===== src/core/cvd_defines.svh =====
// register offsets, field positions, reset values and timing counts
// assumes inclusion by the sequencer and the bench only
`ifndef CVD_DEFINES_SVH
`define CVD_DEFINES_SVH
`define CVD_OFF_CLKREF   12'h000
`define CVD_OFF_TRIG     12'h004
`define CVD_OFF_PRECTL   12'h008
`define CVD_OFF_STAT     12'h00C
`define CVD_OFF_PRE      12'h010
`define CVD_OFF_ACQ      12'h014
`define CVD_OFF_GRD      12'h018
`define CVD_OFF_CTRL     12'h01C
`define CVD_RST_BYTE     8'h00
`define CVD_B_JUSTIFY    7
`define CVD_B_EXT_POL    7
`define CVD_B_INT_POL    6
`define CVD_B_LOWZ       5
`define CVD_B_PASS       4
`define CVD_B_OVR        3
`define CVD_B_INV        1
`define CVD_B_DBL        0
`define CVD_B_GRD_B      7
`define CVD_B_GRD_A      6
`define CVD_B_GRD_POL    5
`define CVD_B_GO         1
`define CVD_B_ON         0
`define CVD_STG_IDLE     2'b00
`define CVD_STG_PRE      2'b01
`define CVD_STG_ACQ      2'b10
`define CVD_STG_CONV     2'b11
`define CVD_CONV_TADS    11
`define CVD_INSTR_DIV    4
`define CVD_RC_DIV       16
`endif


===== src/core/cvd_pkg.sv =====
// types shared by the sequencer
// assumes cvd_defines.svh is available on the include path
package cvd_pkg;
    typedef enum logic [1:0] {
        CVD_IDLE,
        CVD_PRE,
        CVD_ACQ,
        CVD_CONV
    } cvd_stage_t;
    typedef logic [7:0] cvd_byte_t;
endpackage


===== src/core/cvd_seq.sv =====
// capacitive divider conversion sequencer with apb register slave
// assumes one 100 MHz clock; converter data arrives as a 10 bit word
`timescale 1ns/10ps
`include "cvd_defines.svh"
module cvd_seq (
    // apb slave
    input  wire logic        pclk,
    input  wire logic        presetn,
    input  wire logic        psel,
    input  wire logic        penable,
    input  wire logic        pwrite,
    input  wire logic [11:0] paddr,
    input  wire logic [31:0] pwdata,
    output logic      [31:0] prdata,
    output logic             pready,
    output logic             pslverr,
    // trigger sources, the flag set strobes of each peer
    input  wire logic        trig_ccp_one,
    input  wire logic        trig_ccp_two,
    input  wire logic        trig_timer_zero,
    input  wire logic        trig_timer_one,
    input  wire logic        trig_timer_two,
    // converter data
    input  wire logic [9:0]  conv_result,
    // analog controls
    output logic [2:0]       conv_clock_sel,
    output logic [1:0]       pos_ref_sel,
    output logic             conv_clock_en,
    output logic             ext_precharge_vdd,
    output logic             ext_precharge_active,
    output logic             hold_precharge_vdd,
    output logic             hold_precharge_active,
    output logic             aout_lowz_close,
    output logic             aout_pass_close,
    output logic             aout_override_en,
    output logic             aout_override_val,
    // guard pins, oe low while driving
    output logic             guard_pin_a_o,
    output logic             guard_pin_a_oe_n,
    output logic             guard_pin_b_o,
    output logic             guard_pin_b_oe_n,
    // results
    output logic [7:0]       result0_high_byte,
    output logic [7:0]       result0_low_byte,
    output logic [7:0]       result1_high_byte,
    output logic [7:0]       result1_low_byte,
    output logic             conv_done
);
    import cvd_pkg::*;

    cvd_byte_t  clkref_q, trig_q, prectl_q, pre_q, acq_q, grd_q;
    logic       go_q, on_q, second_q;
    cvd_stage_t stage_q;
    logic [6:0] tmr_q;
    logic [3:0] div_q;
    logic       tick;
    logic       rc_sel;
    logic       trig_sel, trig_d1_q, trig_rise;
    logic       wr, rd, go_set;
    logic       inv;
    logic       grd_lvl;
    logic [9:0] res_latched;

    assign wr = psel & penable & pwrite;
    assign rd = psel & ~pwrite;
    assign pready = 1'b1;
    assign pslverr = 1'b0;

    // rc clock choice
    assign rc_sel = (clkref_q[5:4] == 2'b11);
    assign conv_clock_sel = clkref_q[6:4];
    assign pos_ref_sel = clkref_q[1:0];

    // stage timing tick: instruction cycle or slow rc enable
    always_ff @(posedge pclk or negedge presetn) begin
        if (!presetn) begin
            div_q <= 4'h0;
        end else if (stage_q == CVD_IDLE) begin
            div_q <= 4'h0;
        end else if (tick) begin
            div_q <= 4'h0;
        end else begin
            div_q <= div_q + 4'h1;
        end
    end
    assign tick = rc_sel ? (div_q == 4'(`CVD_RC_DIV - 1))
                         : (div_q == 4'(`CVD_INSTR_DIV - 1));

    // selected trigger, the same strobe that sets each peer's flag
    always_comb begin
        unique case (trig_q[6:4])
            3'b001:  trig_sel = trig_ccp_one;
            3'b010:  trig_sel = trig_ccp_two;
            3'b011:  trig_sel = trig_timer_zero;
            3'b100:  trig_sel = trig_timer_one;
            3'b101:  trig_sel = trig_timer_two;
            default: trig_sel = 1'b0;
        endcase
    end

    // rising edge detect
    always_ff @(posedge pclk or negedge presetn) begin
        if (!presetn) begin
            trig_d1_q <= 1'b0;
        end else begin
            trig_d1_q <= trig_sel;
        end
    end
    assign trig_rise = trig_sel & ~trig_d1_q;

    assign go_set = (wr && paddr == `CVD_OFF_CTRL && pwdata[`CVD_B_GO]) || trig_rise;

    // register writes
    always_ff @(posedge pclk or negedge presetn) begin
        if (!presetn) begin
            clkref_q <= `CVD_RST_BYTE;
            trig_q   <= `CVD_RST_BYTE;
            prectl_q <= `CVD_RST_BYTE;
            pre_q    <= `CVD_RST_BYTE;
            acq_q    <= `CVD_RST_BYTE;
            grd_q    <= `CVD_RST_BYTE;
            on_q     <= 1'b0;
        end else if (wr) begin
            unique case (paddr)
                `CVD_OFF_CLKREF: clkref_q <= pwdata[7:0] & 8'hF3;
                `CVD_OFF_TRIG:   trig_q   <= pwdata[7:0] & 8'h70;
                `CVD_OFF_PRECTL: prectl_q <= pwdata[7:0] & 8'hFB;
                `CVD_OFF_PRE:    pre_q    <= pwdata[7:0] & 8'h7F;
                `CVD_OFF_ACQ:    acq_q    <= pwdata[7:0] & 8'h7F;
                `CVD_OFF_GRD:    grd_q    <= pwdata[7:0] & 8'hE0;
                `CVD_OFF_CTRL:   on_q     <= pwdata[`CVD_B_ON];
                default: ;
            endcase
        end
    end

    // sequence state machine
    always_ff @(posedge pclk or negedge presetn) begin
        if (!presetn) begin
            stage_q  <= CVD_IDLE;
            tmr_q    <= 7'h00;
            go_q     <= 1'b0;
            second_q <= 1'b0;
            conv_done <= 1'b0;
        end else begin
            conv_done <= 1'b0;
            unique case (stage_q)
                CVD_IDLE: begin
                    if (go_set && on_q) begin
                        go_q <= 1'b1;
                        second_q <= 1'b0;
                        if (pre_q[6:0] != 7'h00) begin
                            stage_q <= CVD_PRE;
                            tmr_q <= pre_q[6:0];
                        end else if (acq_q[6:0] != 7'h00) begin
                            stage_q <= CVD_ACQ;
                            tmr_q <= acq_q[6:0];
                        end else begin
                            stage_q <= CVD_CONV;
                            tmr_q <= 7'(`CVD_CONV_TADS);
                        end
                    end
                end
                CVD_PRE: if (tick) begin
                    if (tmr_q == 7'h01) begin
                        if (acq_q[6:0] != 7'h00) begin
                            stage_q <= CVD_ACQ;
                            tmr_q <= acq_q[6:0];
                        end else begin
                            stage_q <= CVD_CONV;
                            tmr_q <= 7'(`CVD_CONV_TADS);
                        end
                    end else begin
                        tmr_q <= tmr_q - 7'h01;
                    end
                end
                CVD_ACQ: if (tick) begin
                    if (tmr_q == 7'h01) begin
                        stage_q <= CVD_CONV;
                        tmr_q <= 7'(`CVD_CONV_TADS);
                    end else begin
                        tmr_q <= tmr_q - 7'h01;
                    end
                end
                CVD_CONV: if (tick) begin
                    if (tmr_q == 7'h01) begin
                        if (prectl_q[`CVD_B_DBL] && !second_q) begin
                            second_q <= 1'b1;
                            if (pre_q[6:0] != 7'h00) begin
                                stage_q <= CVD_PRE;
                                tmr_q <= pre_q[6:0];
                            end else if (acq_q[6:0] != 7'h00) begin
                                stage_q <= CVD_ACQ;
                                tmr_q <= acq_q[6:0];
                            end else begin
                                tmr_q <= 7'(`CVD_CONV_TADS);
                            end
                        end else begin
                            stage_q <= CVD_IDLE;
                            go_q <= 1'b0;
                            second_q <= 1'b0;
                            conv_done <= 1'b1;
                        end
                    end else begin
                        tmr_q <= tmr_q - 7'h01;
                    end
                end
            endcase
            if (!on_q) begin
                stage_q <= CVD_IDLE;
                go_q <= 1'b0;
                second_q <= 1'b0;
            end
        end
    end

    // result capture in selected justification
    assign res_latched = conv_result;
    always_ff @(posedge pclk or negedge presetn) begin
        if (!presetn) begin
            result0_high_byte <= 8'h00;
            result0_low_byte  <= 8'h00;
            result1_high_byte <= 8'h00;
            result1_low_byte  <= 8'h00;
        end else if (stage_q == CVD_CONV && tick && tmr_q == 7'h01) begin
            if (second_q) begin
                if (clkref_q[`CVD_B_JUSTIFY]) begin
                    result1_high_byte <= {6'h00, res_latched[9:8]};
                    result1_low_byte  <= res_latched[7:0];
                end else begin
                    result1_high_byte <= res_latched[9:2];
                    result1_low_byte  <= {res_latched[1:0], 6'h00};
                end
            end else begin
                if (clkref_q[`CVD_B_JUSTIFY]) begin
                    result0_high_byte <= {6'h00, res_latched[9:8]};
                    result0_low_byte  <= res_latched[7:0];
                end else begin
                    result0_high_byte <= res_latched[9:2];
                    result0_low_byte  <= {res_latched[1:0], 6'h00};
                end
            end
        end
    end

    // effective polarities, stored bits left untouched
    assign inv = prectl_q[`CVD_B_DBL] & prectl_q[`CVD_B_INV] & second_q;
    assign ext_precharge_vdd = prectl_q[`CVD_B_EXT_POL] ^ inv;
    assign hold_precharge_vdd = prectl_q[`CVD_B_INT_POL] ^ inv;
    assign ext_precharge_active = (stage_q == CVD_PRE);
    assign hold_precharge_active = (stage_q == CVD_PRE);
    assign aout_lowz_close = prectl_q[`CVD_B_LOWZ];
    assign aout_pass_close = prectl_q[`CVD_B_PASS];
    assign aout_override_en = prectl_q[`CVD_B_OVR] & (stage_q == CVD_PRE);
    assign aout_override_val = hold_precharge_vdd;
    assign conv_clock_en = (stage_q == CVD_CONV);

    // guard level: start polarity in precharge, a flips at acquisition
    // decoded from the live stage so a flips on the very edge acquisition begins
    always_comb begin
        if (stage_q == CVD_ACQ) begin
            grd_lvl = grd_q[`CVD_B_GRD_POL] ^ inv ^ 1'b1;
        end else begin
            grd_lvl = grd_q[`CVD_B_GRD_POL] ^ inv;
        end
    end
    assign guard_pin_a_o = grd_lvl;
    assign guard_pin_b_o = grd_q[`CVD_B_GRD_POL] ^ inv;
    assign guard_pin_a_oe_n = ~(on_q & grd_q[`CVD_B_GRD_A]);
    assign guard_pin_b_oe_n = ~(on_q & grd_q[`CVD_B_GRD_B]);

    // read mux
    always_ff @(posedge pclk or negedge presetn) begin
        if (!presetn) begin
            prdata <= 32'h0000_0000;
        end else if (rd) begin
            unique case (paddr)
                `CVD_OFF_CLKREF: prdata <= {24'h00_0000, clkref_q};
                `CVD_OFF_TRIG:   prdata <= {24'h00_0000, trig_q};
                `CVD_OFF_PRECTL: prdata <= {24'h00_0000, prectl_q};
                `CVD_OFF_STAT:   prdata <= {29'h0000_0000, second_q, stage_q};
                `CVD_OFF_PRE:    prdata <= {24'h00_0000, pre_q};
                `CVD_OFF_ACQ:    prdata <= {24'h00_0000, acq_q};
                `CVD_OFF_GRD:    prdata <= {24'h00_0000, grd_q};
                `CVD_OFF_CTRL:   prdata <= {30'h0000_0000, go_q, on_q};
                default:         prdata <= 32'h0000_0000;
            endcase
        end
    end

    // checks
    a_stat_idle_go: assert property (@(posedge pclk) disable iff (!presetn)
        (stage_q == CVD_IDLE) |-> (!go_q && !second_q)) else $error("idle with busy");
    a_pre_skip: assert property (@(posedge pclk) disable iff (!presetn)
        ($rose(go_q) && pre_q[6:0] == 7'h00) |-> stage_q != CVD_PRE) else $error("pre not skipped");
    a_inv_single: assert property (@(posedge pclk) disable iff (!presetn)
        !prectl_q[`CVD_B_DBL] |-> ext_precharge_vdd == prectl_q[`CVD_B_EXT_POL]) else $error("inv in single");
    a_ovr_pre_only: assert property (@(posedge pclk) disable iff (!presetn)
        aout_override_en |-> stage_q == CVD_PRE) else $error("override outside pre");
    a_grd_off: assert property (@(posedge pclk) disable iff (!presetn)
        !on_q |-> guard_pin_a_oe_n && guard_pin_b_oe_n) else $error("guard while off");
    a_seq_order: assert property (@(posedge pclk) disable iff (!presetn)
        (stage_q == CVD_ACQ) |=> stage_q inside {CVD_ACQ, CVD_CONV, CVD_IDLE}) else $error("bad order");
    a_trig_rise: assert property (@(posedge pclk) disable iff (!presetn)
        (trig_rise) |-> $past(!trig_sel)) else $error("level trigger");
    a_done_clear: assert property (@(posedge pclk) disable iff (!presetn)
        conv_done |-> !go_q && stage_q == CVD_IDLE) else $error("go not cleared");
endmodule


===== config.mk =====
export PLATFORM = sky130hd
export DESIGN_NAME = cvd_seq
export DESIGN_NICKNAME = d
export VERILOG_FILES = /design/src/core/cvd_pkg.sv /design/src/core/cvd_seq.sv
export VERILOG_INCLUDE_DIRS = /design/src /design/src/core
export SDC_FILE = /design/constraint.sdc
export NUM_CORES = 1
export LEC_CHECK = 0
export ABC_CLOCK_PERIOD_IN_PS = 3500
export BUFFER_PORTS_ARGS = -buffer_cell sky130_fd_sc_hd__clkbuf_2
export CORE_ASPECT_RATIO = 0.9
export CORE_MARGIN = 8
export CORE_UTILIZATION = 56
export DETAILED_ROUTE_END_ITERATION = 10
export MAX_ROUTING_LAYER = met4
export PLACE_DENSITY = 0.91
export SLEW_MARGIN = 10
export SYNTH_ARGS = -nofsm -noshare
export SYNTH_HDL_FRONTEND = slang
export SYNTH_SLANG_ARGS = --single-unit

===== constraint.sdc =====
create_clock -name pclk -period 3.5 [get_ports pclk]
set_input_delay 0.35 -clock pclk [delete_from_list [all_inputs] [get_ports pclk]]
set_output_delay 0.35 -clock pclk [all_outputs]
set_load 0.005 [all_outputs]

# Word-level counts from Yosys, hierarchy flattened
# Index checks and enable logic that the tools add are counted.
# classes
addsub,2
n_eq_ne,34
n_mux,49
bitwise_logic,18
n_reduce_logical,25
# op_table
op,count
7-bit 2-to-1 mux,10
8-bit case mux with 8 select lines,1
12-bit by 5-bit equality test with 1-bit output (second input constant),4
7-bit case mux with 4 select lines,1
12-bit by 4-bit equality test with 1-bit output (second input constant),2
2-bit 2-to-1 mux,12
3-bit by 2-bit inequality test with 1-bit output (second input constant),6
2-bit AND reduction,9
1-bit 2-to-1 mux,17
8-bit 2-to-1 mux,2
7-bit nonzero test,2
12-bit by 3-bit equality test with 1-bit output (second input constant),1
12-bit zero test,1
3-bit inequality test (second input constant),4
5-bit AND reduction,2
1-bit bitwise AND,9
4-bit 2-to-1 mux,2
2-bit case mux with 4 select lines,1
8-bit AND reduction,1
7-bit by 1-bit equality test with 1-bit output (second input constant),1
7-bit by 1-bit subtractor with 7-bit output (second input constant),1
2-bit equality test (second input constant),3
3-bit by 2-bit equality test with 1-bit output (second input constant),2
3-bit equality test (second input constant),2
17 further kinds,32
# word_totals
reg_bits,115
in_bits,64
output_inout_bits,85
word_cells,147

# Longest topological paths before layout
# logic_depth
depth_word,9
mapped_depth,9

# Worst setup path after synthesis
# OpenSTA, ideal clock, no wires.
# synth_timing
path_type,register to register
from,reg tmr_q[3]
to,reg tmr_q[1]
setup_time_ns,0.125
arrival_ns,1.849
slack_ns,1.525
path_stages_with_launch,7
n_path_buf,1
cell_sequence,dfrtp_1 -> nor4_2 -> and3b_1 -> buf_4 -> a31oi_2 -> a32oi_4 -> mux2_4
# synth_via
elab_chain_cells,4
word_cells_on_any_way,10
# synth_lines
item,line_no,rtl
"start, declared",cvd_seq.sv:54,logic [6:0] tmr_q;
"start signal, assigned",cvd_seq.sv:154,tmr_q <= pre_q[6:0];
"start signal, assigned",cvd_seq.sv:157,tmr_q <= acq_q[6:0];
"start signal, assigned",cvd_seq.sv:160,tmr_q <= 7'(`CVD_CONV_TADS);
7-bit by 1-bit equality test with 1-bit output *,"cvd_seq.sv:165, cvd_seq.sv:178, cvd_seq.sv:186",
7-bit 2-to-1 mux (on tied branches),"cvd_seq.sv:186, cvd_seq.sv:165, cvd_seq.sv:178",
7-bit 2-to-1 mux (on tied branches),"cvd_seq.sv:185, cvd_seq.sv:164, cvd_seq.sv:177",
7-bit case mux with 4 select lines,cvd_seq.sv:147,unique case (stage_q)
# Mark *: on every way between the ends. The rest lies on a longest branch, timed or not. The select of a mux whose other input is x is not followed.
# A chain may end at the register's enable or synchronous reset.

# Worst setup path in the final report
# Ends and elaborated chain as after synthesis.

==> flow_metrics.py <==
metrics = {
    "clock_network": {
        "clockRootBuffer": "clkbuf_8",
        "postCtsSetupBuffers": 0,
        "clockBufferDepth": 2,
        "cts_tree": "built",
        "clk_transition_reported_paths_ns": 0.10,
        "cts.sinks": 91,
        "cts-resized-gates": 0,
        "clock_latency_ns": 0.37,
        "ctsHtreeMaxLevel": 3,
        "cts_buffers": 9,
    },
    "status": {
        "run_status": "finished clean",
    },
    "sta": {
        "grt_setup_unrepaired": "no",
        "timing.slew.headroom": 0.509,
        "final_max_slew_viol_count": 0,
        "post-route-period-util": 0.720,
        "period_minus_slack_ns": 2.52,
        "hold_violations": 0,
        "setup_viol": 0,
        "fmax_mhz": 397,
        "hold-worst-slack_ns": 0.235,
        "tightest_slew_ns": 0.732,
        "fin_ws_ns": 0.979,
        "fin_worst_skew_ns": 0.0126,
        "setup_tns_ns": 0,
    },
    "finish": {
        "nets": 636,
        "synthToLayoutAreaGrowth_pct": 12.6,
        "diodes": 0,
        "drive_gt1_frac": 0.310,
    },
    "power_and_ir_drop": {
        "peakVddDrop_uv": 229,
        "p_per_area_mw_per_mm2": 332,
        "leakage_nw": 2.71,
    },
    "place": {
        "finalWeightedCongestion": 0.924,
        "place_hpwl_um": 9350,
        "dp_slack_ns": 1.01,
        "numPortBuffers": 98,
    },
    "floorplan": {
        "core_region_area_mm2": 0.00857,
        "rows": 32,
        "die_area_mm2": 0.0121,
        "ios": 149,
        "initial_utilization": 0.577,
        "die_width_um": 115,
        "fp.dieH_um": 105,
    },
    "logic_synthesis": {
        "synth_top_area_frac": 0.461,
        "synth_commonest_cells": "dfrtp_1, nand2_1, o21ai_0",
        "synth-seq-cells": 91,
        "async_flop_share": 1.00,
        "synth_area_per_cell_um2": 10.1,
        "synth-edff-count": 0,
        "ys_warn_count": 0,
        "syn_area_mm2": 0.00494,
        "synthCells": 488,
        "yosysSeqAreaShare": 0.461,
        "yosysTopAreaCell": "dfrtp_1",
        "synth_area_leaders": "dfrtp_1, mux2_2, buf_4",
        "synth_most_common_cell": "dfrtp_1",
        "synth.distinct_cells": 67,
        "ys.flop_type": "dfrtp_1",
    },
    "global_routing": {
        "grt_pass1_wl_um": 20800,
        "grt_pass1_vias": 4082,
        "globalRouteTotalUtil": 0.219,
        "antenna_found_initial": 0,
        "grt_overflow": 0,
        "grt_max_degree": 92,
    },
    "routing": {
        "postRouteAntennaNets": 0,
        "routed_via_density": 5.79,
        "drt_iter0_markers": 372,
        "drt_pass1_iterations": 7,
        "wire_per_inst_um": 18.2,
        "num_vias": 4015,
        "wl_um": 12600,
        "drc_errors": 0,
    },
    "critical_path": {
        "critPathKind": "reg -> reg",
        "cp-start-kind": "flip-flop",
        "critPathCaptureType": "flip-flop",
        "cp.arrival_ns": 2.78,
        "crit_required_ns": 3.76,
        "crit_fanout": 15,
    },
    "job": {
        "maxCapViolCount": 0,
    },
    "hold_path": {
        "hold_path.class": "in -> reg",
    },
}
-- path summary, 6_finish.rpt --
path | from | to | slack (ns) | cells after the start
worst max-delay path | tmr_q[3] | tmr_q[1] | 0.98 | 5
worst min-delay path | pwdata[2] | acq_q[2] | 0.23 | 2
worst max register to register | tmr_q[3] | tmr_q[1] | 0.98 | 5
worst min register to register | div_q[0] | div_q[0] | 0.47 | 1
max in group asynchronous | presetn | pre_q[4] | 2.47 | 3
min in group asynchronous | presetn | result1_high_byte[7] | 0.41 | 2
-- area by class of cell --
type | count | area [um2]
inverter | 7 | 26.3
sequential | 91 | 2280
tap | 119 | 149
clock buffer | 9 | 124
clock inverter | 7 | 70.1
fill | 713 | 3000
multi-input combinational | 358 | 2370
timing repair buffer | 102 | 546
-- report_power, final --
part	internal [W]	switching, W	leakage, nW	total (W)
registers	0.00105	0.000000915	1.10	0.00105
clock network	0.000277	0.000420	0.0951	0.000696
logic	0.0000308	0.0000665	1.52	0.0000973
total	0.00136	0.000487	2.71	0.00185
-- flip-flops by register name, summed over array words and instances, names as in the netlist, 4 cells and up --
signal / count
result0_low_byte: 8
div_q: 4
result1_high_byte: 8
acq_q: 7
result0_high_byte: 8
result1_low_byte: 8
tmr_q: 7
clkref_q: 6
prectl_q: 7
prdata: 8
pre_q: 7
-- timing repair --
action                                  4_1_cts  5_1_grt
hold buffers                                  0        1
endpoints found under the setup margin        0        0
endpoints found under the hold margin         0       21
-- per-stage QoR --
stage | std cells | util | instance area [um2] | total power (W)
finish | 693 | 0.649 | 5560 | 0.00185
detailed placement | 675 | 0.622 | 5330 | 0.00116
CTS | 691 | 0.645 | 5530 | 0.00185
floorplan | 512 | - | 5030 | 0.00113
global route | 693 | 0.649 | 5560 | 0.00191
global placement | 675 | 0.622 | 5330 | 0.00116
-- critical path, stage by stage (launching register included) --
cell and delay [ns]:
dfrtp_1 0.45, nor4_2 0.43, and3b_1 0.59, a31oi_2 0.21
a32oi_4 0.40, mux2_4 0.34
-- layout by cell type, fill, tap and decap left out, types with 4 or more instances in the layout --
| master | n |
|---|---|
| inv_1 | 6 |
| a22o_1 | 7 |
| mux2_2 | 38 |
| clkbuf_8 | 9 |
| nor2b_1 | 6 |
| mux2_4 | 6 |
| o21ai_0 | 45 |
| o211ai_1 | 4 |
| nand2_1 | 63 |
| conb_1 | 26 |
| nor2_1 | 22 |
| nand2b_1 | 8 |
| nor3_1 | 6 |
| nand3_1 | 12 |
| nand4_1 | 4 |
| a21oi_1 | 20 |
| clkbuf_2 | 97 |
| xnor2_1 | 6 |
| a22oi_1 | 8 |
| dfrtp_1 | 91 |
| o22ai_1 | 5 |
| mux2i_1 | 9 |
-- logic make-up after synthesis --
group	count (synthesis)	synth area share
AOI/OAI and AO/OA	118	0.156
xor gates and xnor gates	9	0.0160
adders and majority gates	3	0.00760
buffers and inverters	63	0.0770
DFF	91	0.461
muxes	53	0.123
other	2	0.00152
and+or+nand+nor	149	0.158
-- per-layer routing --
layer,track usage,vias to the layer above,share of wire
li1,-,1852,-
met1,0.268,1942,0.41
met2,0.350,195,0.49
met3,0.0455,26,0.079
met4,0.0769,0,0.022
met5,-,-,0
Power figures use the tool's default switching activity.
